`config.mk`:
```
export PLATFORM = sky130hd
export DESIGN_NAME = imcs_core
export DESIGN_NICKNAME = d
export VERILOG_FILES = /design/src/common/imcs_pkg.sv /design/src/core/imcs_core.sv
export VERILOG_INCLUDE_DIRS = /design/src /design/src/common
export SDC_FILE = /design/constraint.sdc
export NUM_CORES = 1
export LEC_CHECK = 0
export BUFFER_PORTS_ARGS = -buffer_cell sky130_fd_sc_hd__buf_4
export CORE_MARGIN = 4
export CORE_UTILIZATION = 48
export CTS_CLUSTER_DIAMETER = 50
export DETAILED_ROUTE_END_ITERATION = 6
export GPL_TIMING_DRIVEN = 0
export PLACE_DENSITY_LB_ADDON = 0.1
export SYNTH_ARGS = -nofsm -noshare
export SYNTH_HDL_FRONTEND = slang
export SYNTH_SLANG_ARGS = --single-unit
```
`constraint.sdc`:
```
create_clock -name CLK_I -period 2.3 [get_ports CLK_I]
set_clock_uncertainty 0.2 [all_clocks]
set_input_delay 0.69 -clock CLK_I [delete_from_list [all_inputs] [get_ports CLK_I]]
set_output_delay 0.69 -clock CLK_I [all_outputs]
set_load 0.02 [all_outputs]
```
`src/common/imcs_regs.svh`:
```
`ifndef IMCS_REGS_SVH
`define IMCS_REGS_SVH

// All spacings counted in periods of the double-rate ISA clock
`define IMCS_T_CMD_TO_ALE     5'd10
`define IMCS_T_CMD_TO_CMD     5'd12
`define IMCS_T_REL_TO_CMD     5'd3
`define IMCS_T_REL_TO_ALE     5'd1
`define IMCS_T_IO16_ADDR_HOLD 5'd19
`define IMCS_T_ADDR_HOLD      5'd10
`define IMCS_T_ALE_WIDTH      5'd1
`define IMCS_T_ALE_TO_CMD     5'd2
`define IMCS_T_CMD_STD        5'd9
`define IMCS_T_CMD_EXT        5'd11
`define IMCS_T_SAT            5'h1f
`define IMCS_LOWMEG_TOP       4'h0

`endif

```
`src/common/imcs_pkg.sv`:
```
package imcs_pkg;

  // One bus request from the user side
  typedef struct packed {
    logic        is_io;
    logic        is_write;
    logic        wide;
    logic [23:0] addr;
    logic [15:0] wdata;
  } imcs_req_t;

  // Command strobes, active high inside the block
  typedef struct packed {
    logic memr;
    logic memw;
    logic smemr;
    logic smemw;
    logic ior;
    logic iow;
  } imcs_cmd_t;

  typedef enum logic [2:0] {
    IMCS_IDLE,
    IMCS_LATCH,
    IMCS_SETUP,
    IMCS_STROBE,
    IMCS_HOLD
  } imcs_state_t;

endpackage : imcs_pkg

```
`src/core/imcs_core.sv`:
```
// Overview of operation
// - 16-bit I/O cycle keeps address and byte-high enable 19T after strobe.
// - Memory strobe assertion to next address latch pulse at least 10T.
// - I/O strobe assertion to next address latch pulse at least 10T.
// - Memory strobes spaced at least 12T assertion to assertion.
// - I/O strobes spaced at least 12T assertion to assertion.
// - At least 3T recovery from strobe release to next strobe.
// - Next address latch pulse starts at least 1T after strobe release.
`timescale 1ns/100ps
`default_nettype none
`include "imcs_regs.svh"

module imcs_core
  import imcs_pkg::*;
(
  input  wire logic        CLK_I,
  input  wire logic        SYS_RST_I,
  input  wire logic        ISA_DOUBLE_RATE_CLOCK_I,
  input  wire logic        REQ_VALID_I,
  input  wire imcs_req_t   REQ_I,
  output var  logic        REQ_READY_O,
  output var  logic        RSP_VALID_O,
  output var  logic [15:0] RSP_RDATA_O,
  input  wire logic        IOCHRDY_I,
  input  wire logic [15:0] SD_I,
  output var  logic [15:0] SD_O,
  output var  logic        SD_OE_O,
  output var  logic        ALE_O,
  output var  logic [19:0] SA_O,
  output var  logic        SBHE_N_O,
  output var  logic [6:0]  LA_O,
  output var  logic        MEMR_N_O,
  output var  logic        MEMW_N_O,
  output var  logic        SMEMR_N_O,
  output var  logic        SMEMW_N_O,
  output var  logic        IOR_N_O,
  output var  logic        IOW_N_O
);

  logic [2:0]  clk_sync;
  logic [1:0]  rdy_sync;
  logic [15:0] sd_s1;
  logic [15:0] sd_s2;
  logic        tick;
  imcs_state_t state;
  imcs_req_t   req;
  logic        have_req;
  logic [4:0]  cnt;
  logic [4:0]  since_cmd;
  logic [4:0]  since_rel;
  imcs_cmd_t   cmd;
  logic        ale_ok;
  logic        cmd_ok;
  logic        fire_ale;
  logic        fire_cmd;
  logic        fire_rel;
  logic        hold_done;

  function automatic logic [4:0] sat_inc(input logic [4:0] v);
    sat_inc = (v == `IMCS_T_SAT) ? v : v + 5'h01;
  endfunction : sat_inc

  // Strobe width by slave width and space: 8-bit I/O gets the extended length
  function automatic logic [4:0] cmd_len(input imcs_req_t r);
    cmd_len = (r.is_io && !r.wide) ? `IMCS_T_CMD_EXT : `IMCS_T_CMD_STD;
  endfunction : cmd_len

  function automatic imcs_cmd_t cmd_sel(input imcs_req_t r);
    imcs_cmd_t c;
    logic      lowmeg;
    c = '0;
    lowmeg = (r.addr[23:20] == `IMCS_LOWMEG_TOP);
    if (r.is_io) begin
      c.ior = !r.is_write;
      c.iow = r.is_write;
    end else if (lowmeg) begin
      c.smemr = !r.is_write;
      c.smemw = r.is_write;
    end else begin
      c.memr = !r.is_write;
      c.memw = r.is_write;
    end
    cmd_sel = c;
  endfunction : cmd_sel

  // The ISA clock is sampled; clk_sync[0] is read only by clk_sync[1]
  always_ff @(posedge CLK_I) begin
    if (SYS_RST_I) begin
      clk_sync <= 3'h0;
      rdy_sync <= 2'h3;
      sd_s1    <= 16'h0000;
      sd_s2    <= 16'h0000;
    end else begin
      clk_sync <= {clk_sync[1:0], ISA_DOUBLE_RATE_CLOCK_I};
      rdy_sync <= {rdy_sync[0], IOCHRDY_I};
      sd_s1    <= SD_I;
      sd_s2    <= sd_s1;
    end
  end

  assign tick = clk_sync[1] && !clk_sync[2];

  assign ale_ok    = (since_cmd >= `IMCS_T_CMD_TO_ALE) && (since_rel >= `IMCS_T_REL_TO_ALE);
  assign cmd_ok    = (since_cmd >= `IMCS_T_CMD_TO_CMD) && (since_rel >= `IMCS_T_REL_TO_CMD);
  assign fire_ale  = tick && (state == IMCS_IDLE) && have_req && ale_ok;
  assign fire_cmd  = tick && (state == IMCS_SETUP) && (cnt >= `IMCS_T_ALE_TO_CMD) && cmd_ok;
  // Ready low keeps the strobe on; the slave can only stretch it beyond cmd_len(req)
  assign fire_rel  = tick && (state == IMCS_STROBE) && (cnt >= cmd_len(req)) && rdy_sync[1];
  assign hold_done = (req.is_io && req.wide) ? (since_cmd >= `IMCS_T_IO16_ADDR_HOLD)
                                             : (since_cmd >= `IMCS_T_ADDR_HOLD);

  // Spacing counters start saturated so the first cycle is not delayed
  always_ff @(posedge CLK_I) begin
    if (SYS_RST_I) begin
      since_cmd <= `IMCS_T_SAT;
      since_rel <= `IMCS_T_SAT;
    end else if (tick) begin
      since_cmd <= fire_cmd ? 5'h00 : sat_inc(since_cmd);
      since_rel <= fire_rel ? 5'h00 : sat_inc(since_rel);
    end
  end

  // Request intake: one request in flight, accepted only while idle
  always_ff @(posedge CLK_I) begin
    if (SYS_RST_I) begin
      have_req    <= 1'b0;
      req         <= '0;
      REQ_READY_O <= 1'b0;
    end else begin
      if (REQ_VALID_I && REQ_READY_O) begin
        have_req    <= 1'b1;
        req         <= REQ_I;
        REQ_READY_O <= 1'b0;
      end else if (tick && (state == IMCS_HOLD) && hold_done) begin
        have_req    <= 1'b0;
        REQ_READY_O <= 1'b1;
      end else begin
        REQ_READY_O <= !have_req && (state == IMCS_IDLE);
      end
    end
  end

  always_ff @(posedge CLK_I) begin
    if (SYS_RST_I) begin
      state <= IMCS_IDLE;
      cnt   <= 5'h00;
    end else if (tick) begin
      case (state)
        IMCS_IDLE: begin
          if (fire_ale) begin
            state <= IMCS_LATCH;
            cnt   <= `IMCS_T_ALE_WIDTH;
          end
        end
        IMCS_LATCH: begin
          state <= IMCS_SETUP;
          cnt   <= sat_inc(cnt);
        end
        IMCS_SETUP: begin
          if (fire_cmd) begin
            state <= IMCS_STROBE;
            cnt   <= 5'h01;
          end else begin
            cnt <= sat_inc(cnt);
          end
        end
        IMCS_STROBE: begin
          if (fire_rel) begin
            state <= IMCS_HOLD;
          end
          cnt <= sat_inc(cnt);
        end
        IMCS_HOLD: begin
          if (hold_done) begin
            state <= IMCS_IDLE;
          end
        end
        default: begin
          state <= IMCS_IDLE;
        end
      endcase
    end
  end

  always_ff @(posedge CLK_I) begin
    if (SYS_RST_I) begin
      cmd <= '0;
    end else if (fire_cmd) begin
      cmd <= cmd_sel(req);
    end else if (fire_rel) begin
      cmd <= '0;
    end
  end

  // Address and data pins; address stays put through the hold phase
  always_ff @(posedge CLK_I) begin
    if (SYS_RST_I) begin
      ALE_O    <= 1'b0;
      SA_O     <= 20'h00000;
      SBHE_N_O <= 1'b1;
      LA_O     <= 7'h00;
      SD_O     <= 16'h0000;
      SD_OE_O  <= 1'b0;
    end else begin
      if (fire_ale) begin
        ALE_O    <= 1'b1;
        SA_O     <= req.addr[19:0];
        SBHE_N_O <= !(req.wide || req.addr[0]);
        LA_O     <= req.addr[23:17];
        SD_O     <= req.wdata;
        SD_OE_O  <= req.is_write;
      end else if (tick && (state == IMCS_LATCH)) begin
        ALE_O <= 1'b0;
      end
      if (fire_rel) begin
        SD_OE_O <= 1'b0;
      end
    end
  end

  // Read data was settled on the bus two clocks before the release edge
  always_ff @(posedge CLK_I) begin
    if (SYS_RST_I) begin
      RSP_VALID_O <= 1'b0;
      RSP_RDATA_O <= 16'h0000;
    end else begin
      RSP_VALID_O <= fire_rel;
      if (fire_rel && !req.is_write) begin
        RSP_RDATA_O <= sd_s2;
      end
    end
  end

  always_ff @(posedge CLK_I) begin
    if (SYS_RST_I) begin
      MEMR_N_O  <= 1'b1;
      MEMW_N_O  <= 1'b1;
      SMEMR_N_O <= 1'b1;
      SMEMW_N_O <= 1'b1;
      IOR_N_O   <= 1'b1;
      IOW_N_O   <= 1'b1;
    end else begin
      MEMR_N_O  <= !cmd.memr;
      MEMW_N_O  <= !cmd.memw;
      SMEMR_N_O <= !cmd.smemr;
      SMEMW_N_O <= !cmd.smemw;
      IOR_N_O   <= !cmd.ior;
      IOW_N_O   <= !cmd.iow;
    end
  end

endmodule : imcs_core
`default_nettype wire

```
# [After elaboration in Yosys (flattened, before gate mapping)]
# Index checks and enable logic that the tools add are counted.
[totals] reg_bits=175 latch_bits=0 ram_bits=0 romBits=0 inputBits=64 out_inout_bits=70 word_cells=129 memories=0
[op_classes] add_sub_neg=3 mul=0 div_mod_pow=0 magnitude_cmp=7 n_eq_ne=13 shift=0 mux=26 bitwise_logic=0 n_reduce_logical=45
[ops] operator="two-way mux 5 bit" n=7
[ops] operator="logical AND 1 bit" n=20
[ops] operator="adder 5 x 1 -> 5 bit, second input constant" n=3
[ops] operator="equality test 5 bit, second input constant" n=3
[ops] operator="case mux 3 bit (5 select lines)" n=1
[ops] operator="case mux 5 bit (3 select lines)" n=1
[ops] operator="two-way mux 3 bit" n=4
[ops] operator="two-way mux 6 bit" n=2
[ops] operator="inequality test 2 bit, second input constant" n=6
[ops] operator="logical NOT 1 bit" n=11
[ops] operator="greater-or-equal comparator 5 x 2 -> 1 bit, second input constant" n=2
[ops] operator="greater-or-equal comparator 5 x 4 -> 1 bit, second input constant" n=2
[ops] operator="two-way mux 2 bit" n=4
[ops] operator="equality test 3 x 2 -> 1 bit, second input constant" n=2
[ops] operator="two-way mux 1 bit" n=6
[ops] operator="nonzero test 2 bit" n=3
[ops] operator="OR reduction 2 bit" n=3
[ops] operator="greater-or-equal comparator 5 x 1 -> 1 bit, second input constant" n=1
[ops] operator="greater-or-equal comparator 5 x 4 -> 1 bit" n=1
[ops] operator="greater-or-equal comparator 5 bit, second input constant" n=1
[ops] operator="AND reduction 5 bit" n=1
[ops] operator="logical NOT 4 bit" n=1
[ops] operator="two-way mux 4 bit" n=1
[ops] operator="AND reduction 2 bit" n=2
[ops] operator="6 further kinds" n=6

# [Longest topological paths before layout]
# Gate-level depths: netlist of the first run.
[logic_depth] ltp_word=8 mapped_depth=8 depth_no_buf=7

# [Least setup slack after synthesis of the first run]
# No wires, ideal clock.
[synth_path] path_kind="reg-to-reg" from="register req[42] (netlist bit)" to="register since_rel[0]" setup_ps=140 arrival_ps=1807 required_ps=1960 setup_slack_ps=153 stages_incl_launch_ff=9 path_buffers=1 period_less_slack_ps=2147 cell_sequence="dfxtp_1 nand2b_1 ha_1 a2111oi_1 or4_4 buf_6 a21o_1 nand2_1 o211ai_1"
[synth_between] elab_chain_cells=7 elab_cells_between_ends=8 cone_classes="order compare (1); eq/ne (1); mux (2); reduce/logical (4)"
[synth_rtl] item="from (decl)" line_no="imcs_core.sv:46" rtl="imcs_req_t req;"
[synth_rtl] item="from (signal assigned)" line_no="imcs_core.sv:127" rtl="req <= '0;"
[synth_rtl] item="from (signal assigned)" line_no="imcs_core.sv:132" rtl="req <= REQ_I;"
[synth_rtl] item="logical AND 1 bit (*)" line_no="imcs_core.sv:65" rtl="cmd_len = (r.is_io && !r.wide) ? `IMCS_T_CMD_EXT : `IMCS_T_CMD_STD;"
[synth_rtl] item="two-way mux 2 bit (no source line) (*)"
[synth_rtl] item="greater-or-equal comparator 5 x 4 -> 1 bit (*)" line_no="imcs_core.sv:108" rtl="assign fire_rel = tick && (state == IMCS_STROBE) && (cnt >= cmd_len(req)) && rdy_sync[1];"
[synth_rtl] item="logical AND 1 bit (*) (2 in a row)" line_no="imcs_core.sv:108"
[synth_rtl] item="inequality test 2 bit (no source line)"
[synth_rtl] item="AND reduction 2 bit (no source line)"
[synth_rtl] item="to (signal assigned)" line_no="imcs_core.sv:116" rtl="since_rel <= `IMCS_T_SAT;"
[synth_rtl] item="to (signal assigned)" line_no="imcs_core.sv:119" rtl="since_rel <= fire_rel ? 5'h00 : sat_inc(since_rel);"
[synth_rtl] item="to (decl)" line_no="imcs_core.sv:50" rtl="logic [4:0] since_rel;"
# Every way passes the cells marked *; elsewhere a longest branch is shown, timed or not.
# A chain may end at the register's enable or synchronous reset.

# [Final worst setup path of the first run]
[layout_path] from="register state[2]" to="register RSP_RDATA_O[11]"
[layout_between] elab_chain_cells=5
[layout_rtl] item="from (decl)" line_no="imcs_core.sv:45" rtl="imcs_state_t state;"
[layout_rtl] item="from (signal assigned)" line_no="imcs_core.sv:145" rtl="state <= IMCS_IDLE;"
[layout_rtl] item="from (signal assigned)" line_no="imcs_core.sv:151" rtl="state <= IMCS_LATCH;"
[layout_rtl] item="from (signal assigned)" line_no="imcs_core.sv:156" rtl="state <= IMCS_SETUP;"
[layout_rtl] item="equality test 3 x 2 -> 1 bit" line_no="imcs_core.sv:108"
[layout_rtl] item="logical AND 1 bit (3 in a row)" line_no="imcs_core.sv:108"
[layout_rtl] item="logical AND 1 bit" line_no="imcs_core.sv:228" rtl="if (fire_rel && !req.is_write) begin"
[layout_rtl] item="to (signal assigned)" line_no="imcs_core.sv:229" rtl="RSP_RDATA_O <= sd_s2;"
[layout_rtl] item="to (decl)" line_no="imcs_core.sv:23" rtl="output var logic [15:0] RSP_RDATA_O,"
# Every way passes these cells.

==> flow_summary.ini, run 1 <==
[status]
run_status = finished, final reports clean

[drt]
initialDrtViolationCount = 283
wl_per_cell_um = 14.5
vias = 5312
drtAntennaViolNets = 0
dr.pass1.iters = 6
routed_wirelength_um = 15200
vias_per_cell = 5.05
drcViolationCount = 0

[floorplan]
io_pins = 134
fp-row-count = 41
coreArea_mm2 = 0.0127
die_w_um = 122
die_y_um = 122
die_area_mm2 = 0.0148
initial_core_util_pct = 49.1

[pwr]
p_leak_nw = 3.22
vdd_drop_max_mv = 0.631
power.density_mw_per_mm2 = 803

[clock_network]
cts_tree = yes
clock_tree.root_cell = clkbuf_16
clk_path_buf_depth = 2
cts_sinks = 172
cts_hold_buf = 0
clkTransAtPathRegs_ps = 60
cts_made_buffers = 17
htree_levels = 4
insertion_delay_ps = 420

[timing]
fin_crit_ps = 2180
setup_viol = 0
tightest_slew_ps = 604
fmax_ghz = 0.458
rsz0062_at_grt = no
hold_viol_final = 0
fin_ws_ps = 116
min_period_over_period_pct = 95.0
relSlewSlack_pct = 59.4
drv_slew = 0

[hold_path]
hold_class = reg2reg

[final_layout]
n_antenna_cell = 0
drive_gt1_share_pct = 23.3
final_core_util_pct = 64.4
finalNetCount = 940
syn_to_final_growth_pct = 31.2

[synthesis]
async_reset_ff_share_pct = 0
synth_area_leader_cell = dfxtp_1
synthCells = 713
synth_area_mm2 = 0.00622
ys_seq_area_share_pct = 55.4
synth_top_area_share_pct = 55.4
synth_nets = 786
syn_avg_cell_area_um2 = 8.72
synth.most_common_cell = nand2_1
synth.area.top_cells = dfxtp_1 (55%), nand2_1 (13%), a21oi_1 (8.4%), nor2b_1 (3.6%), ha_1 (1.8%)
synth_common_cells = nand2_1 (210), dfxtp_1 (172), a21oi_1 (105)
synthFlopType = dfxtp_1
ys_seq_elements = 172
synth_edf_count = 0
synth_cell_type_count = 52
yosysWarnings = 0

[global_routing]
grtUsageTotal_pct = 20.9
grt.overflow.total = 0
grt_pass1_vias = 5149
antenna_found_initial = 0
grt_pass1_wl_um = 24200
grt_max_degree = 17

[critical_path]
critPathMaxStageDelay_ps = 580
r2r_slack_ps = 120
startpoint_type = flop
cp_max_fo = 10
cp_cell_sequence = clkbuf_1 -> nand3b_1 -> or4_4 -> buf_6 -> buf_6 -> o21ai_1 -> a21oi_1
critical_path_class = reg2reg
slowest_stage = or4_4
cp-end-kind = flop
cp.arrival_ps = 2270
cp.required_ps = 2380
cp_common_cell = buf_6

[run]
maxCapViolCount = 0

[placement]
numPortBuffers = 133
pre_cts_ws_ps = -179
place_hpwl_um = 10900
gp_congestion = 0.854
[layer usage]
layer | track usage, % | share of wire [%] | vias to the layer above
met2 | 34.3 | 48 | 129
met5 | 0 | 0 | -
met1 | 25.6 | 44 | 2469
met4 | 8.40 | 2.3 | 0
met3 | 6.45 | 5.5 | 27
li1 | - | - | 2687
[through the flow]
step	hold WS [ps]	cells	total power [mW]	setup TNS, ps	area, um2
after global routing	193	1051	6.77	0	8160
after floorplan	153	713	3.33	0	6220
after global placement	167	1018	3.48	-1500	7430
final	180	1051	6.55	0	8160
after detailed placement	162	1018	3.50	-2310	7430
after CTS	183	1049	6.58	0	8090
[logic make-up (layout without fill, tap and decap cells)]
group	count (synthesis)	in the layout	share of synthesized area, %
AO/OA/AOI/OAI	160	160	14.3
AND/OR/NAND/NOR	307	307	22.5
multiplexers	3	3	0.523
flip-flops	172	172	55.4
buffers and inverters	57	223	4.79
adder cells (fa/ha/maj)	9	9	1.81
XOR/XNOR	5	5	0.704
[state kept, by name (all words and copies together) (netlist names), 6 cells and up]
register and count:
RSP_RDATA_O 16, SA_O 19, SD_O 16, cmd 6, req 43, sd_s1 16, sd_s2 16
[area by class of cell]
type | count | area (um2)
clock buffer | 19 | 453
buffer | 49 | 268
tap | 172 | 215
inverter | 7 | 26.3
clock inverter | 12 | 194
timing repair buffer | 136 | 1020
fill | 1115 | 4510
multi-input combinational | 484 | 2540
sequential | 172 | 3450
[cell usage in the layout, fill, tap and decap left out, types with 7 or more instances in the layout]
cell / n
nand4_1: 9
nor3_1: 7
o21ai_0: 14
clkbuf_16: 17
a21oi_1: 105
nor2b_1: 36
o21ai_1: 10
nor2_1: 14
buf_4: 140
buf_2: 7
nand2_1: 210
dfxtp_1: 170
clkbuf_1: 27
inv_1: 7
ha_1: 8
buf_6: 8
[power by group]
part	total (mW)	leakage [nW]	internal, mW	switching (mW)
logic	0.347	1.51	0.152	0.195
clock network	3.11	0.315	1.97	1.14
registers	3.09	1.40	3.06	0.0399
[worst max-delay path: cells and delay by family, from the launching register on]
| kind | cells | cell delay, ps |
|---|---|---|
| buf+inv | 3 | 500 |
| compound gates | 2 | 240 |
| simple gates | 2 | 820 |
| flops | 1 | 290 |
[worst paths after layout]
| check | startpoint | to | depth (start not counted) |
|---|---|---|---|
| max | state[2] | RSP_RDATA_O[11] | 7 |
| min | cmd[1] | IOR_N_O | 1 |
| max reg2reg | state[2] | RSP_RDATA_O[11] | 7 |
| min reg2reg | cmd[1] | IOR_N_O | 1 |
[timing repair]
item,CTS,global route
pin swaps,1,3
buffers inserted,0,3
gates resized for setup,3,12
endpoints found under the setup margin,28,67
Note: power is estimated with default switching activity, not from simulation.
==> run 2, diff against run 1 <==
==> constraint.sdc (replaced) <==
create_clock -name CLK_I -period 2.3 [get_ports CLK_I]
set_clock_uncertainty 0.2 [all_clocks]
set_input_delay 0.115 -clock CLK_I [delete_from_list [all_inputs] [get_ports CLK_I]]
set_output_delay 0.115 -clock CLK_I [all_outputs]
set_load 0.02 [all_outputs]
==> run 2 against run 1 <==
Against the previous run:
- the run now ends with hold timing left
- final cell count up 6.0%
- worst hold slack got worse by 180 ps
- total power grew 1.3%
- sequential power hardly changed
- die area unchanged
- via count grew 5.3%
- critical path depth stayed put
- largest cell class unchanged
- largest power group unchanged
==> flow_summary.ini, run 2 (same netlist as run 1, synthesis figures left out) <==
[timing]
hold_viol_final = 1
fmax_ghz = 0.456
relSlewSlack_pct = 59.4
setup_tns_ps = 0
drv_slew = 0
tightest_slew_ps = 604
min_period_over_period_pct = 95.3
fin_hold_ws_ps = -3.15
fin_crit_ps = 2190
rsz0062_at_grt = no
setup_viol = 0

[floorplan]
die_w_um = 122
die_y_um = 122
io_pins = 134
die_area_mm2 = 0.0148
initial_core_util_pct = 49.1
fp-row-count = 41
coreArea_mm2 = 0.0127

[placement]
numPortBuffers = 133
dp.cells = 1018
place_hpwl_um = 10900
dpl_cell_area_mm2 = 0.00743
gp_congestion = 0.854

[global_routing]
grt_max_degree = 17
grt.overflow.total = 0
antenna_found_initial = 0
grtUsageTotal_pct = 22.1
grt_pass1_wl_um = 25800
grt_pass1_vias = 5510

[clock_network]
htree_levels = 4
cts_tree = yes
cts_sinks = 172
clock_tree.root_cell = clkbuf_16
clkTransAtPathRegs_ps = 60
clk_path_buf_depth = 2
insertion_delay_ps = 420
cts_made_buffers = 17

[final_layout]
final_area_mm2 = 0.00878
fin_cells = 1114
drive_gt1_share_pct = 21.8
final_cell_mix = nand2_1 (210), dfxtp_1 (170), buf_4 (140)
syn_to_final_growth_pct = 41.2
largest-register = req
largest_reg_flops = 43
multi_input_area_mm2 = 0.00254
final_core_util_pct = 69.3
largestRegisters = req: 43 flops, SA_O: 19 flops
final_common_cell = nand2_1
fill_cells = 1024
area.sequential_mm2 = 0.00345
finalNetCount = 1002

[critical_path]
r2r_slack_ps = 110
cp_common_cell = buf_6
critical_path_class = reg2reg
critPathMaxStageDelay_ps = 580
timing.rr.end = RSP_RDATA_O[11]
reg2reg_depth = 7
timing.rr.start = state[2]
cp.arrival_ps = 2280
cp_max_fo = 10
crit_family = simple AND/OR/NAND/NOR gates
cp-end-kind = flop
cp_cell_sequence = clkbuf_1 -> nand3b_1 -> or4_4 -> buf_6 -> buf_6 -> o21ai_1 -> a21oi_1
cp.required_ps = 2380
crit_buf_inv = 3
startpoint_type = flop
slowest_stage = or4_4

[drt]
wl_per_cell_um = 14.5
vias_per_cell = 5.02
routed_wirelength_um = 16100
drcViolationCount = 0
dr.pass1.iters = 5
initialDrtViolationCount = 334
vias = 5593
drtAntennaViolNets = 0

[hold_path]
holdPathStages = 4
hold_class = in2reg
whs_endpoint = req[1]
hold_start = REQ_VALID_I

[pwr]
p_leak_nw = 3.48
vdd_drop_max_mv = 0.631
power.density_mw_per_mm2 = 756

[run]
maxCapViolCount = 0

[status]
run_status = finished with violations
violations = hold timing
[run 2: worst max path at each step]
stage                            start         endpoint  slack [ps]  depth (start not counted)
final                         state[2]  RSP_RDATA_O[11]         110                          7
after CTS                      req[40]  RSP_RDATA_O[11]          10                          8
after global placement         req[42]           cnt[1]        -140                          7
after detailed placement       req[42]           cnt[2]        -180                          7
after global routing      since_rel[1]          SA_O[2]          10                          8
after floorplan                req[42]     since_rel[0]         150                          8
[run 2: worst reg2reg max path, stage by stage (launching register included)]
cell	delay, ps
dfxtp_1	290
clkbuf_1	190
nand3b_1	240
or4_4	580
buf_6	170
buf_6	140
o21ai_1	140
a21oi_1	100
[run 2: layout make-up]
class	instances	area share, %
sequential	172	39.2
multi-input combinational	484	28.9
timing repair buffer	198	18.7
clock buffer	19	5.16
buffer	49	3.05
tap	172	2.45
clock inverter	12	2.21
inverter	7	0.299
antenna	1	0.0285
[run 2: through the flow]
stage | power, mW | setup WS [ps]
final | 6.64 | 109
after global routing | 6.86 | 13.1
after CTS | 6.67 | 11.7
after detailed placement | 3.50 | -179
after global placement | 3.48 | -139
after floorplan | 3.33 | 153
[run 2: what timing repair did]
action | CTS | global route
hold buffers | 62 | 0
buffers inserted | 0 | 3
resized for setup | 3 | 12
setup endpoints to repair | 28 | 67
hold endpoints to repair | 64 | 0
pin swaps | 1 | 3
[run 2: power by group]
group | internal, mW | total [mW] | switching (mW)
registers | 3.06 | 3.09 | 0.0399
logic | 0.221 | 0.434 | 0.214
clock network | 1.97 | 3.11 | 1.14
total | 5.25 | 6.64 | 1.39
[run 2: layer usage]
layer | global-route usage (%) | vias to the layer above | share of wire (%)
met1 | 26.3 | 2606 | 43
li1 | - | 2811 | -
met4 | 9.73 | 0 | 2.7
met2 | 37.2 | 138 | 50
met5 | 0 | - | 0
met3 | 6.31 | 38 | 4.9
==> run 3, diff against run 2 <==
- PLACE_DENSITY: not set -> 0.84
- PLACE_DENSITY_LB_ADDON: 0.1 -> not set
==> run 3 against run 2 <==
Against the previous run:
- sequential share of layout area grew 0.27 points
- largest power group is now sequential cells
- global-route usage grew 1.1 points
- worst hold slack gained 200 ps
- worst setup slack lost 37 ps
- total power shrank 4.8%
- flip-flop and latch count is the same
- design area shrank 0.66%
- combinational power grew 3%
- the flow now finishes without violations
==> flow_summary.ini, run 3 (same netlist as run 1, synthesis figures left out) <==
[status]
run_status = finished, final reports clean

[global_routing]
grt_max_degree = 17
grt.overflow.total = 0
grtUsageTotal_pct = 23.2
grt_pass1_wl_um = 27100
antenna_found_initial = 0
grt_pass1_vias = 5646

[floorplan]
initial_core_util_pct = 49.1
io_pins = 134
die_y_um = 122
fp-row-count = 41
coreArea_mm2 = 0.0127
die_area_mm2 = 0.0148
die_w_um = 122

[hold_path]
holdPathStages = 1
hold_start = cmd[3]
whs_endpoint = SMEMR_N_O
hold_class = reg2reg

[timing]
setup_viol = 0
drv_slew = 0
fin_crit_ps = 2230
fmax_ghz = 0.449
relSlewSlack_pct = 52.7
fin_ws_ps = 72.3
rsz0062_at_grt = no
hold_viol_final = 0
tightest_slew_ps = 703
min_period_over_period_pct = 96.9

[pwr]
clkPwrFrac_pct = 43.9
switching_share_pct = 23.0
p_seq_share_pct = 49.0
power.density_mw_per_mm2 = 724
vdd_drop_max_mv = 0.518
internal-power_mw = 4.86
p_leak_nw = 3.46
p_sw_mw = 1.45
power_frac_comb_pct = 7.1

[placement]
dpl_cell_area_mm2 = 0.00743
pre_cts_ws_ps = -137
place_hpwl_um = 10800
numPortBuffers = 133
gp_congestion = 0.871

[clock_network]
cts_tree = yes
htree_levels = 4
insertion_delay_ps = 430
clock_tree.root_cell = clkbuf_16
clkTransAtPathRegs_ps = 60
clk_path_buf_depth = 2
cts_made_buffers = 17
cts_sinks = 172

[final_layout]
final_area_mm2 = 0.00872
final_common_cell = nand2_1
largest_reg_flops = 43
finalNetCount = 1002
fill_cells = 967
n_antenna_cell = 0
drive_gt1_share_pct = 21.9
largestRegisters = req: 43 flops, SA_O: 19 flops
final_core_util_pct = 68.9
syn_to_final_growth_pct = 40.3
largest-register = req
final_cell_mix = nand2_1 (210), dfxtp_1 (169), buf_4 (138)

[drt]
routed_wirelength_um = 17000
drtAntennaViolNets = 0
wl_per_cell_um = 15.2
vias = 5780
drcViolationCount = 0
initialDrtViolationCount = 391
dr.pass1.iters = 6
vias_per_cell = 5.19

[critical_path]
r2r_slack_ps = 70
cp.arrival_ps = 2300
timing.rr.start = req[42]
timing.rr.end = since_rel[0]
cp-end-kind = flop
reg2reg_depth = 8
cp_max_fo = 10
startpoint_type = flop
cp.required_ps = 2370
critical_path_class = reg2reg

[run]
maxCapViolCount = 0
[run 3: per-stage QoR]
step           instances  total power, mW  setup TNS, ps  hold slack, ps
2_1_floorplan        713             3.33              0            18.8
3_3_place_gp        1018             3.49           -836             118
3_5_place_dp        1018             3.49          -1730             121
4_1_cts             1115             6.32              0             195
5_1_grt             1114             6.51              0             206
6_report            1114             6.32              0             192
[run 3: metal layers]
layer	track usage (%)	part of all wire, %
met5	0	0
met1	27.0	39
met3	5.20	6.5
met4	11.5	3.4
met2	40.2	51
[run 3: critical path, stage by stage, from the launching register on]
cell and delay [ps]:
dfxtp_2 430, nand2b_4 70, ha_4 280, a2111oi_4 70
or4_4 480, buf_6 170, a21o_1 210, nand2_1 70
o211ai_1 90
[run 3: area by class of cell]
cell class,count,area [um2],area share (%)
multi-input combinational,484,2540,29.1
sequential,172,3450,39.5
inverter,7,26.3,0.301
timing repair buffer,199,1660,19.0
tap,172,215,2.47
clock buffer,20,467,5.35
clock inverter,12,111,1.28
buffer,48,265,3.04
[run 3: worst max-delay path by stage]
stage,startpoint,endpoint,slack [ps]
2_1_floorplan,req[42],since_rel[0],150
3_3_place_gp,req[42],cnt[2],-120
3_5_place_dp,req[42],cnt[1],-140
4_1_cts,state[0],RSP_RDATA_O[13],9
5_1_grt,req[42],since_rel[0],6
6_report,req[42],since_rel[0],70
[run 3: power groups by stage]
stage               sequential [mW]  clock, mW  combinational, mW
floorplan                      3.15          0              0.178
global route                   3.10       2.92              0.487
CTS                            3.09       2.80              0.430
detailed placement             3.16          0              0.337
finish                         3.10       2.77              0.447
global placement               3.15          0              0.332
[run 3: repair_timing]
action / CTS / global route
gates resized for setup: 4 / 10
pin swaps: 1 / 2
cloned: 0 / 0
endpoints found under the hold margin: 64 / 0
endpoints found under the setup margin: 70 / 59
buffers inserted: 0 / 1
hold buffers: 65 / 0
